`config.mk`:
```
export PLATFORM = sky130hd
export DESIGN_NAME = psram_cmd_front_end
export DESIGN_NICKNAME = d
export VERILOG_FILES = /design/src/rtl/psram_fe_pkg.sv /design/src/rtl/psram_cmd_front_end.sv
export VERILOG_INCLUDE_DIRS = /design/src /design/src/rtl
export SDC_FILE = /design/constraint.sdc
export NUM_CORES = 1
export LEC_CHECK = 0
export ABC_AREA = 1
export BUFFER_PORTS_ARGS = -buffer_cell sky130_fd_sc_hd__buf_4
export CELL_PAD_IN_SITES_DETAIL_PLACEMENT = 0
export CELL_PAD_IN_SITES_GLOBAL_PLACEMENT = 1
export CORE_MARGIN = 2
export CORE_UTILIZATION = 45
export DETAILED_ROUTE_END_ITERATION = 8
export PLACE_DENSITY_LB_ADDON = 0.1
export SKIP_LAST_GASP = 1
export SLEW_MARGIN = 20
export SYNTH_ARGS = -nofsm -noshare
export SYNTH_HDL_FRONTEND = slang
export SYNTH_SLANG_ARGS = --single-unit
```
`constraint.sdc`:
```
create_clock -name i_sys_clk -period 12.14 [get_ports i_sys_clk]
set_input_delay 2.428 -clock i_sys_clk [delete_from_list [all_inputs] [get_ports i_sys_clk]]
set_output_delay 2.428 -clock i_sys_clk [all_outputs]
set_load 0.03 [all_outputs]
```
`src/rtl/psram_fe_defs.svh`:
```
// Constants for the pseudo-static memory command front end
`ifndef PSRAM_FE_DEFS_SVH
`define PSRAM_FE_DEFS_SVH
`define OP_SYNC_RD      8'h80
`define OP_SYNC_WR      8'h00
`define OP_LIN_RD       8'ha0
`define OP_LIN_WR       8'h20
`define OP_REG_RD_A     8'hc0
`define OP_REG_RD_B     8'he0
`define OP_REG_WR_A     8'h40
`define OP_REG_WR_B     8'h60
`define OP_MCOL_RD      8'h04
`define OP_MCOL_WR      8'h84
`define OP_MROW_RD      8'h02
`define OP_MROW_WR      8'h82
`define OP_GLOBAL_RST   8'hff
`define SELF_INIT_TIME_US 150
`define CLK_MHZ           250
`define SELF_INIT_CYCLES  (`SELF_INIT_TIME_US * `CLK_MHZ)
`define PAGE_BYTES        1024
`define BL_CODE_16        3'h0
`define BL_CODE_32        3'h1
`define BL_CODE_64        3'h2
`define BL_CODE_128       3'h3
`define BL_CODE_1K        3'h4
`define CA_POS_LO         3
`define RA_HI_POS         2
`endif

```
`src/rtl/psram_fe_pkg.sv`:
```
// Types for the pseudo-static memory command front end
package psram_fe_pkg;
  typedef enum logic [1:0] {
    WRAP_STD,
    WRAP_HYBRID,
    LINEAR
  } burst_kind_t;

  typedef enum logic [3:0] {
    CMD_NONE,
    CMD_SYNC_RD,
    CMD_SYNC_WR,
    CMD_LIN_RD,
    CMD_LIN_WR,
    CMD_REG_RD,
    CMD_REG_WR,
    CMD_MCOL_RD,
    CMD_MCOL_WR,
    CMD_MROW_RD,
    CMD_MROW_WR,
    CMD_GLOBAL_RST
  } cmd_kind_t;

  // One decoded command with its addresses
  typedef struct packed {
    cmd_kind_t   kind;
    logic [12:0] page_addr_bits;
    logic [9:0]  column_addr_bits;
    logic [7:0]  regsel_high;
    logic [7:0]  regsel_low;
    burst_kind_t burst;
    logic [10:0] burst_len;
    logic        cross_page;
    logic [1:0]  extra_idx;
  } cmd_word_t;
endpackage

```
`src/rtl/psram_cmd_front_end.sv`:
```
// Command and address front end of the double-data-rate pseudo-static memory
`timescale 1ns/100ps
`include "psram_fe_defs.svh"

module psram_cmd_front_end #(
  parameter int unsigned SELF_INIT_CYCLES = `SELF_INIT_CYCLES
) (
  input  wire logic                   i_sys_clk,
  input  wire logic                   i_reset_n,
  input  wire logic                   i_select_n,
  input  wire logic                   i_hw_reset_n,
  input  wire logic                   i_link_rise,
  input  wire logic                   i_link_fall,
  input  wire logic [7:0]             i_dq,
  input  wire logic                   i_strobe_or_mask,
  input  wire logic [2:0]             i_burst_len_code,
  input  wire logic                   i_hybrid_wrap,
  input  wire logic                   i_rd_active,
  input  wire logic                   i_rd_strobe,
  input  wire logic                   i_cmd_ready,
  output logic                        o_ready,
  output logic                        o_cmd_valid,
  output psram_fe_pkg::cmd_word_t     o_cmd,
  output logic                        o_wr_byte_en,
  output logic                        o_regs_clear,
  output logic                        o_strobe_or_mask,
  output logic                        o_strobe_or_mask_oe
);
  import psram_fe_pkg::*;

  typedef enum logic [1:0] {
    INIT_HOLD,
    INIT_WAIT,
    INIT_DONE
  } init_state_t;

  typedef enum logic [2:0] {
    CA_IDLE,
    CA_ADDR,
    CA_EXTRA,
    CA_PUSH,
    CA_SKIP
  } ca_state_t;

  // Reset release through two flip-flops
  logic rst_s1_q;
  logic rst_n;
  always_ff @(posedge i_sys_clk or negedge i_reset_n) begin
    if (!i_reset_n) begin
      rst_s1_q <= 1'b0;
      rst_n    <= 1'b0;
    end else begin
      rst_s1_q <= 1'b1;
      rst_n    <= rst_s1_q;
    end
  end

  // Pin synchronisers; first stage is read only by the second
  logic [12:0] pin_s1_q;
  logic [12:0] pin_s2_q;
  always_ff @(posedge i_sys_clk or negedge rst_n) begin
    if (!rst_n) begin
      // Select idles high; reset pin reads low until seen, so init never starts early
      pin_s1_q <= 13'h0001;
      pin_s2_q <= 13'h0001;
    end else begin
      pin_s1_q <= {i_strobe_or_mask, i_link_fall, i_link_rise, i_dq, i_hw_reset_n, i_select_n};
      pin_s2_q <= pin_s1_q;
    end
  end
  logic       sel_n;
  logic       hwrst_n;
  logic [7:0] dq;
  logic       rise;
  logic       fall;
  logic       mask;
  assign sel_n   = pin_s2_q[0];
  assign hwrst_n = pin_s2_q[1];
  assign dq      = pin_s2_q[9:2];
  assign rise    = pin_s2_q[10];
  assign fall    = pin_s2_q[11];
  assign mask    = pin_s2_q[12];

  // Power-up self-initialisation timer
  localparam int unsigned CW = $clog2(SELF_INIT_CYCLES + 1);
  init_state_t     init_q, init_d;
  logic [CW-1:0]   init_cnt_q, init_cnt_d;
  logic            greset;
  always_comb begin
    init_d     = init_q;
    init_cnt_d = init_cnt_q;
    case (init_q)
      INIT_HOLD: begin
        if (hwrst_n) begin
          init_d     = INIT_WAIT;
          init_cnt_d = '0;
        end
      end
      INIT_WAIT: begin
        if (init_cnt_q == CW'(SELF_INIT_CYCLES - 1)) begin
          init_d = INIT_DONE;
        end else begin
          init_cnt_d = init_cnt_q + CW'(1);
        end
      end
      INIT_DONE: begin
        if (!hwrst_n) begin
          init_d = INIT_HOLD;
        end
      end
      default: init_d = INIT_HOLD;
    endcase
  end
  always_ff @(posedge i_sys_clk or negedge rst_n) begin
    if (!rst_n) begin
      init_q     <= INIT_HOLD;
      init_cnt_q <= '0;
    end else begin
      init_q     <= init_d;
      init_cnt_q <= init_cnt_d;
    end
  end

  // Command and address capture; edge counter steps on each link edge
  ca_state_t   ca_q, ca_d;
  logic [2:0]  edge_q, edge_d;
  logic [1:0]  pair_q, pair_d;
  cmd_word_t   cw_q, cw_d;
  logic        push;
  logic        buf_ready;
  logic        any_edge;
  logic [3:0]  blen_sel;
  assign any_edge = rise | fall;
  assign blen_sel = {1'b0, i_burst_len_code};
  always_comb begin
    ca_d   = ca_q;
    edge_d = edge_q;
    pair_d = pair_q;
    cw_d   = cw_q;
    push   = 1'b0;
    greset = 1'b0;
    case (ca_q)
      CA_IDLE: begin
        if (!sel_n && rise && init_q == INIT_DONE) begin
          cw_d      = '0;
          cw_d.kind = CMD_NONE;
          case (dq)
            `OP_SYNC_RD:                  cw_d.kind = CMD_SYNC_RD;
            `OP_SYNC_WR:                  cw_d.kind = CMD_SYNC_WR;
            `OP_LIN_RD:                   cw_d.kind = CMD_LIN_RD;
            `OP_LIN_WR:                   cw_d.kind = CMD_LIN_WR;
            `OP_REG_RD_A, `OP_REG_RD_B:   cw_d.kind = CMD_REG_RD;
            `OP_REG_WR_A, `OP_REG_WR_B:   cw_d.kind = CMD_REG_WR;
            `OP_MCOL_RD:                  cw_d.kind = CMD_MCOL_RD;
            `OP_MCOL_WR:                  cw_d.kind = CMD_MCOL_WR;
            `OP_MROW_RD:                  cw_d.kind = CMD_MROW_RD;
            `OP_MROW_WR:                  cw_d.kind = CMD_MROW_WR;
            `OP_GLOBAL_RST:               cw_d.kind = CMD_GLOBAL_RST;
            default:                      cw_d.kind = CMD_NONE;
          endcase
          edge_d = 3'h1;
          pair_d = 2'h0;
          ca_d   = CA_ADDR;
        end else if (!sel_n && rise && dq == `OP_GLOBAL_RST) begin
          greset = 1'b1;
          ca_d   = CA_SKIP;
        end
      end
      CA_ADDR: begin
        if (sel_n) begin
          ca_d = CA_IDLE;
        end else if (any_edge) begin
          edge_d = edge_q + 3'h1;
          case (edge_q)
            3'h1: begin
              cw_d.page_addr_bits[12:10] = dq[2:0];
            end
            3'h2: begin
              cw_d.page_addr_bits[9:2] = dq;
              cw_d.regsel_high        = dq;
            end
            3'h3: begin
              cw_d.page_addr_bits[1:0] = dq[7:6];
              cw_d.column_addr_bits[8:3] = dq[5:0];
            end
            3'h4: ; // Fifth edge carries a zero byte
            default: begin
              cw_d.column_addr_bits[2:0] = dq[2:0];
              cw_d.regsel_low            = dq;
              if (cw_q.kind == CMD_SYNC_RD || cw_q.kind == CMD_SYNC_WR || cw_q.kind == CMD_MCOL_RD ||
                  cw_q.kind == CMD_MCOL_WR || cw_q.kind == CMD_MROW_RD || cw_q.kind == CMD_MROW_WR) begin
                cw_d.burst = i_hybrid_wrap ? WRAP_HYBRID : WRAP_STD;
                cw_d.burst_len = (blen_sel == {1'b0, `BL_CODE_1K}) ? 11'(`PAGE_BYTES) :
                                 11'(11'h10 << blen_sel[1:0]);
              end else begin
                cw_d.burst     = LINEAR;
                cw_d.burst_len = 11'(`PAGE_BYTES);
              end
              cw_d.cross_page = (cw_q.kind == CMD_LIN_RD);
              if (cw_q.kind == CMD_GLOBAL_RST) begin
                greset = 1'b1;
                ca_d   = CA_SKIP;
              end else begin
                ca_d = CA_PUSH;
              end
            end
          endcase
        end
      end
      CA_PUSH: begin
        if (buf_ready) begin
          push   = (cw_q.kind != CMD_NONE);
          edge_d = 3'h0;
          // Pair count survives the push, so the last extra address ends the frame
          ca_d   = ((cw_q.kind inside {CMD_MCOL_RD, CMD_MCOL_WR, CMD_MROW_RD, CMD_MROW_WR}) &&
                    pair_q != 2'h3) ? CA_EXTRA : CA_SKIP;
        end
      end
      CA_EXTRA: begin
        if (sel_n) begin
          ca_d = CA_IDLE;
        end else if (any_edge) begin
          edge_d = edge_q + 3'h1;
          if (cw_q.kind == CMD_MCOL_RD || cw_q.kind == CMD_MCOL_WR) begin
            if (!edge_q[0]) begin
              cw_d.column_addr_bits[8:3] = dq[5:0];
            end else begin
              cw_d.column_addr_bits[2:0] = dq[2:0];
              cw_d.extra_idx = pair_q + 2'h1;
              pair_d = pair_q + 2'h1;
              ca_d   = CA_PUSH;
            end
          end else begin
            case (edge_q[1:0])
              2'h0: cw_d.page_addr_bits[12:10] = dq[2:0];
              2'h1: cw_d.page_addr_bits[9:2] = dq;
              2'h2: begin
                cw_d.page_addr_bits[1:0]   = dq[7:6];
                cw_d.column_addr_bits[8:3] = dq[5:0];
              end
              default: begin
                cw_d.column_addr_bits[2:0] = dq[2:0];
                cw_d.extra_idx = 2'h1;
                pair_d = 2'h3;
                ca_d   = CA_PUSH;
              end
            endcase
          end
        end
      end
      CA_SKIP: begin
        if (sel_n) begin
          ca_d = CA_IDLE;
        end
      end
      default: ca_d = CA_IDLE;
    endcase
  end
  always_ff @(posedge i_sys_clk or negedge rst_n) begin
    if (!rst_n) begin
      ca_q   <= CA_IDLE;
      edge_q <= 3'h0;
      pair_q <= 2'h0;
      cw_q   <= '0;
    end else begin
      ca_q   <= ca_d;
      edge_q <= edge_d;
      pair_q <= pair_d;
      cw_q   <= cw_d;
    end
  end

  // Two-entry buffer between capture and the array sequencer
  cmd_word_t  buf_mem_q [2];
  cmd_word_t  buf_mem_d [2];
  logic [1:0] cnt_q, cnt_d;
  logic       rd_ptr_q, rd_ptr_d;
  logic       wr_ptr_q, wr_ptr_d;
  logic       pop;
  assign buf_ready = (cnt_q != 2'h2);
  assign pop       = (cnt_q != 2'h0) && i_cmd_ready;
  always_comb begin
    buf_mem_d = buf_mem_q;
    wr_ptr_d  = wr_ptr_q;
    rd_ptr_d  = rd_ptr_q;
    cnt_d     = cnt_q;
    if (push) begin
      buf_mem_d[wr_ptr_q] = cw_q;
      wr_ptr_d = ~wr_ptr_q;
    end
    if (pop) begin
      rd_ptr_d = ~rd_ptr_q;
    end
    cnt_d = cnt_q + {1'b0, push} - {1'b0, pop};
  end
  always_ff @(posedge i_sys_clk or negedge rst_n) begin
    if (!rst_n) begin
      buf_mem_q[0] <= '0;
      buf_mem_q[1] <= '0;
      wr_ptr_q     <= 1'b0;
      rd_ptr_q     <= 1'b0;
      cnt_q        <= 2'h0;
    end else begin
      buf_mem_q <= buf_mem_d;
      wr_ptr_q  <= wr_ptr_d;
      rd_ptr_q  <= rd_ptr_d;
      cnt_q     <= cnt_d;
    end
  end

  // Registered outputs; strobe driven only during reads
  logic       ready_d;
  logic       valid_d;
  cmd_word_t  cmd_d;
  logic       wbe_d;
  logic       clr_d;
  logic       sm_d;
  logic       sm_oe_d;
  always_comb begin
    ready_d = (init_q == INIT_DONE);
    valid_d = (cnt_d != 2'h0);
    cmd_d   = buf_mem_d[rd_ptr_d];
    wbe_d   = !mask;
    clr_d   = greset || (init_q == INIT_DONE && !hwrst_n);
    sm_oe_d = i_rd_active;
    sm_d    = i_rd_active & i_rd_strobe;
  end
  always_ff @(posedge i_sys_clk or negedge rst_n) begin
    if (!rst_n) begin
      o_ready             <= 1'b0;
      o_cmd_valid         <= 1'b0;
      o_cmd               <= '0;
      o_wr_byte_en        <= 1'b0;
      o_regs_clear        <= 1'b0;
      o_strobe_or_mask    <= 1'b0;
      o_strobe_or_mask_oe <= 1'b0;
    end else begin
      o_ready             <= ready_d;
      o_cmd_valid         <= valid_d;
      o_cmd               <= cmd_d;
      o_wr_byte_en        <= wbe_d;
      o_regs_clear        <= clr_d;
      o_strobe_or_mask    <= sm_d;
      o_strobe_or_mask_oe <= sm_oe_d;
    end
  end
endmodule

```
== After elaboration in Yosys (flattened, before gate mapping) ==
Cells that the tools add are included.

* Register bits: 299

* Equal/unequal tests: 67
* Shift-type cells: 1
* Mux-type cells: 87
* Reductions and logical operators: 48
* Magnitude comparators: 3
* Add/sub/neg operators: 5
* Bitwise operators: 6

{| class="wikitable"
|+ Operators by type and width
! cell !! count
|-
| $mux 59 || 4
|-
| $bwmux 118 || 1
|-
| $mux 118 || 1
|-
| $mux 13 || 6
|-
| $mux 39 || 2
|-
| $mux 3 || 23
|-
| $pmux 30 s2 || 1
|-
| $demux 59 s1 || 1
|-
| $eq 8x8->1 const B || 7
|-
| $mux 55 || 1
|-
| $reduce_and 9->1 || 5
|-
| $pmux 4 s11 || 1
|-
| $pmux 13 s3 || 1
|-
| $mux 16 || 2
|-
| $ne 2x2->1 const B || 16
|-
| $pmux 16 s2 || 1
|-
| $mux 2 || 15
|-
| $mux 9 || 3
|-
| $pmux 9 s3 || 1
|-
| $mux 22 || 1
|-
| $ne 3x3->1 const B || 7
|-
| $mux 6 || 3
|-
| $add 16x1->16 const B || 1
|-
| $eq 16x16->1 const B || 1
|-
| 52 further kinds || 112
|}

== Logic depth before layout (Yosys ltp) ==
* Depth in word-level cells: 11
* Gate-level depth with buffers: 12
* Depth with buffers taken out: 12

== Least setup slack after synthesis ==
No wires, ideal clock.

* Path type: input -> register
* Start: input i_cmd_ready
* End: register o_cmd_valid
* Cell stages on the path: 8
* Arrival time: 3.576 ns
* Buffers on the path: 0
* Path slack: 8.436 ns
* Setup time: 0.127 ns
* Cells stage by stage: o21ai_0 > inv_1 > ha_1 > inv_1 > ha_1 > xnor2_1 > xnor2_1 > or2_2

* Longest elaborated chain between the ends: 3

{| class="wikitable"
|+ Ends and longest elaborated chain
! what !! line !! RTL
|-
| start: declaration || psram_cmd_front_end.sv:20 || <nowiki>input wire logic i_cmd_ready,</nowiki>
|-
| $logic_and 1x1->1 || psram_cmd_front_end.sv:281 || <nowiki>assign pop = (cnt_q != 2'h0) && i_cmd_ready;</nowiki>
|-
| $sub 2x1->2 || psram_cmd_front_end.sv:294 || <nowiki>cnt_d = cnt_q + {1'b0, push} - {1'b0, pop};</nowiki>
|-
| net cnt_d[1] || psram_cmd_front_end.sv:276 || <nowiki>logic [1:0] cnt_q, cnt_d;</nowiki>
|-
| $reduce_bool 2->1 || psram_cmd_front_end.sv:321 || <nowiki>valid_d = (cnt_d != 2'h0);</nowiki>
|-
| net valid_d || psram_cmd_front_end.sv:313 || <nowiki>logic valid_d;</nowiki>
|-
| end signal: assignment || psram_cmd_front_end.sv:339 || <nowiki>o_cmd_valid <= valid_d;</nowiki>
|-
| end: declaration || psram_cmd_front_end.sv:22 || <nowiki>output logic o_cmd_valid,</nowiki>
|}

The timed path passes the listed nets, and every way through them passes these cells.
A chain may end at the register's enable or synchronous reset.

==> results by group <==
Clock tree
  – H-tree levels: 1
  – Cts bufs inserted: 31
  – # clock sinks: just under 300
  – CTS tree: yes
  – Hold buffer count at cts: 0
  – # resized after CTS: 0
  – Worst-Skew Late Latency: 560 ps
  – Clock tree buffer depth: 3
  – Setup bufs post-CTS: 0
  – Clk root buf: clkbuf_16
  – Clk slew on worst S/H paths: 60 ps

Critical path
  – Slowest CP cell: buf_4
  – R2r setup slk: 9360 ps
  – Reg2reg start: cnt_q[1]
  – Slowest stage delay, CP: 650 ps
  – CP endpoint kind: flip-flop
  – Req. time, crit path: 12,570 ps
  – CP startpoint kind: input port
  – R2R cell count: 7
  – Setup CP Type: input port to flip-flop
  – Worst Path Arrival: 4500 ps
  – Worst Path Max Fanout: 67
  – Reg2reg end: o_cmd[31]
  – Critical Path, Cell by Cell: buf_4, o21ai_0, xor2_4, buf_4, inv_2, buf_4, nand2_1, nand2_1
  – CP dominant cell by count: buf_4

Drt
  – Pre-antenna DRT Iters: 5
  – Total Wirelength: 25.2 mm
  – Via count: 8,388
  – Wire length per cell: 14.5 um
  – Drt drc: 0
  – Via density: just under 5
  – Initial drt markers: 590
  – Final antenna-violating net count: 0

Place
  – Gpl congestion: 0.840
  – I/O Buffers: 86
  – Half-perimeter wire length after placement: 16.1 mm

STA
  – Final Max Tran Viols: 0
  – Max Clk Rate: 246 MHz
  – Final setup vio count: 0
  – Final Hold Fails: 0
  – Max_slew headroom: 37.9%
  – Clk_skew: around 14 ps
  – Min Clock Period, post-route: approximately 4000 ps
  – Period utilization: 33.5%
  – Post-route setup TNS: 0 ps
  – Slew @ Worst Pin: 931 ps
  – RSZ-0062 raised after global routing: no

Synthesis
  – Post-synth ARST share: 100%
  – Synth Cell Area: 12,100 um2
  – Net Count, Synth: 1,330
  – Syn Area/Cell: a little over 9 um2
  – #FFs+latches synth: 292
  – Library cells used by synthesis: 40
  – Cells after synthesis: 1,298
  – Register area share after synthesis: slightly above 60%
  – EDFF count, synth: 0
  – Main synth FF type: dfrtp_1
  – Synth warnings: 0

Pwr
  – Leakage: 7.01 nW
  – Worst vdd ir: 135 uV
  – Design Power: ~2.3 mW
  – PwrDens: 168 nW/um2

Die
  – Die Ht: 168 um
  – Initial Utilization: 46.1%
  – Die area: between 20,000 and 30,000 um2
  – Rows: just under 60
  – Core box area: between 20,000 and 30,000 um2
  – # IOs: 87
  – Die X: 168 um

Final layout
  – Share of cells above drive strength 1: 16.6%
  – Final-stage net count: 1,410
  – Layout area overhead: 15.4%
  – Ant diodes: 0
  – Core Util, Final: 53.2%

Flow run
  – # Max-Cap Violations: 0

GRT
  – GRT overflow: 0
  – Largest net degree at the start of global routing: 156
  – First-pass GRT wire length: 42.4 mm
  – Initial antenna violation count: 0
  – Overall Global Routing Usage: between 10% and 20%
  – Vias in the first global route: about 8,000

Hold path
  – Min-delay worst type: flip-flop to flip-flop
  – Critical hold path startpoint: pin_s1_q[5]
  – Hold endpoint: pin_s2_q[5]
  – Hold Path Cell Cnt: 0

Status
  – Outcome: finished clean
## power breakdown
group | leakage, nW | switching (mW) | internal, mW | total (mW)
logic | 2.58 | 0.289 | 0.0838 | 0.373
registers | 3.93 | 0.0329 | 1.01 | 1.04
clock network | 0.498 | 0.378 | 0.547 | 0.925
total | 7.01 | 0.700 | 1.64 | 2.34
## synth_stat cells (4+ instances only)
library cell	instances	share of area [%]
nor3_1	9	0.37
inv_1	122	3.8
a21oi_1	5	0.21
inv_2	8	0.25
buf_6	13	1.2
nand2_2	11	0.57
clkbuf_1	10	0.31
nand3_1	49	2.0
buf_2	19	0.79
o21ai_0	69	2.9
nor2_1	83	2.6
nand4_1	6	0.31
o21ai_2	56	4.1
xor2_1	12	0.87
o22ai_1	4	0.21
o21ai_1	55	2.3
ha_1	10	1.0
nand2_1	433	13
dfrtp_1	290	60
## area by class of cell
class                           count  area (um2)
Tap cell                          335         419
Clock buffer                       50         937
Fill cell                        2459       12300
Sequential cell                   292        7310
Inverter                          131         493
Multi-Input combinational cell    830        4000
Timing Repair Buffer               92         703
Clock inverter                      8        75.1
## through the flow
step	cell area, um2	cells	worst slack, ps	hold slack (ps)
after floorplan	12100	1298	3400	331
after global placement	12900	1680	7520	335
after detailed placement	12900	1680	7470	336
after CTS	13900	1738	8030	348
after global routing	13900	1738	7910	353
final	13900	1738	8070	347
## layout by cell type (no fill, tap or decap), drive strengths merged
cell type  synthesis  layout
o21ai            180     180
a41oi              1       1
nand2            445     445
o22ai              4       4
or2                2       2
nand3             53      53
nand4              6       6
buf               35      92
clkinvlp           0       1
dfstp              2       2
inv              130     131
xnor2              2       2
conb               1       1
clkbuf            10      50
bufinv             0       1
a31oi              1       1
xor2              12      12
a21boi             1       1
nor3               9       9
nor3b              1       1
nand3b             2       2
o21bai             2       2
o221ai             1       1
a22oi              1       1
dfrtp            290     290
a21oi              5       5
clkinv             1       6
nor2              90      90
ha                10      10
o21a               1       1
## worst max-delay path by stage
| stage | start | endpoint | slack [ps] | cells past startpoint |
|---|---|---|---|---|
| 6_report | i_cmd_ready | o_cmd[31] | 8070 | 8 |
| 5_1_grt | i_cmd_ready | o_cmd[16] | 7910 | 8 |
| 4_1_cts | i_cmd_ready | o_cmd[31] | 8030 | 8 |
| 3_5_place_dp | i_cmd_ready | o_cmd[58] | 7470 | 8 |
| 3_3_place_gp | i_cmd_ready | o_cmd[9] | 7520 | 8 |
| 2_1_floorplan | rst_n | buf_mem_q[0] | 3400 | 0 |
## flip-flops by register name, indices dropped and copies added (netlist names), 2 cells and up
signal	cells
pair_q	2
init_q	2
buf_mem_q	118
init_cnt_q	16
ca_q	3
cw_q	51
edge_q	3
o_cmd	59
pin_s1_q	13
cnt_q	2
pin_s2_q	13
## worst max-delay path: cells and delay by family
family / cells / cell delay (ps)
xor gates and xnor gates: 1 / 170
buffers and inverters: 4 / 1360
AOI/OAI and AO/OA: 1 / 240
and+or+nand+nor: 2 / 220
## metal layers
metal  track usage, %  wire length, um
met5                0                0
met4             4.20              478
met3             2.91              990
met2             27.6            10800
met1             28.3            12900
## kinds of logic (layout without fill, tap and decap cells)
logic type | count (synthesis) | in the layout | synth area share (%)
AOI/OAI and AO/OA | 197 | 197 | 10.1
adders and majority gates | 10 | 10 | 1.04
DFF | 292 | 292 | 60.5
other | 1 | 1 | 0.0311
buffers and inverters | 176 | 281 | 6.57
and+or+nand+nor | 608 | 608 | 20.7
xor gates and xnor gates | 14 | 14 | 1.02
Power figures use the tool's default switching activity.
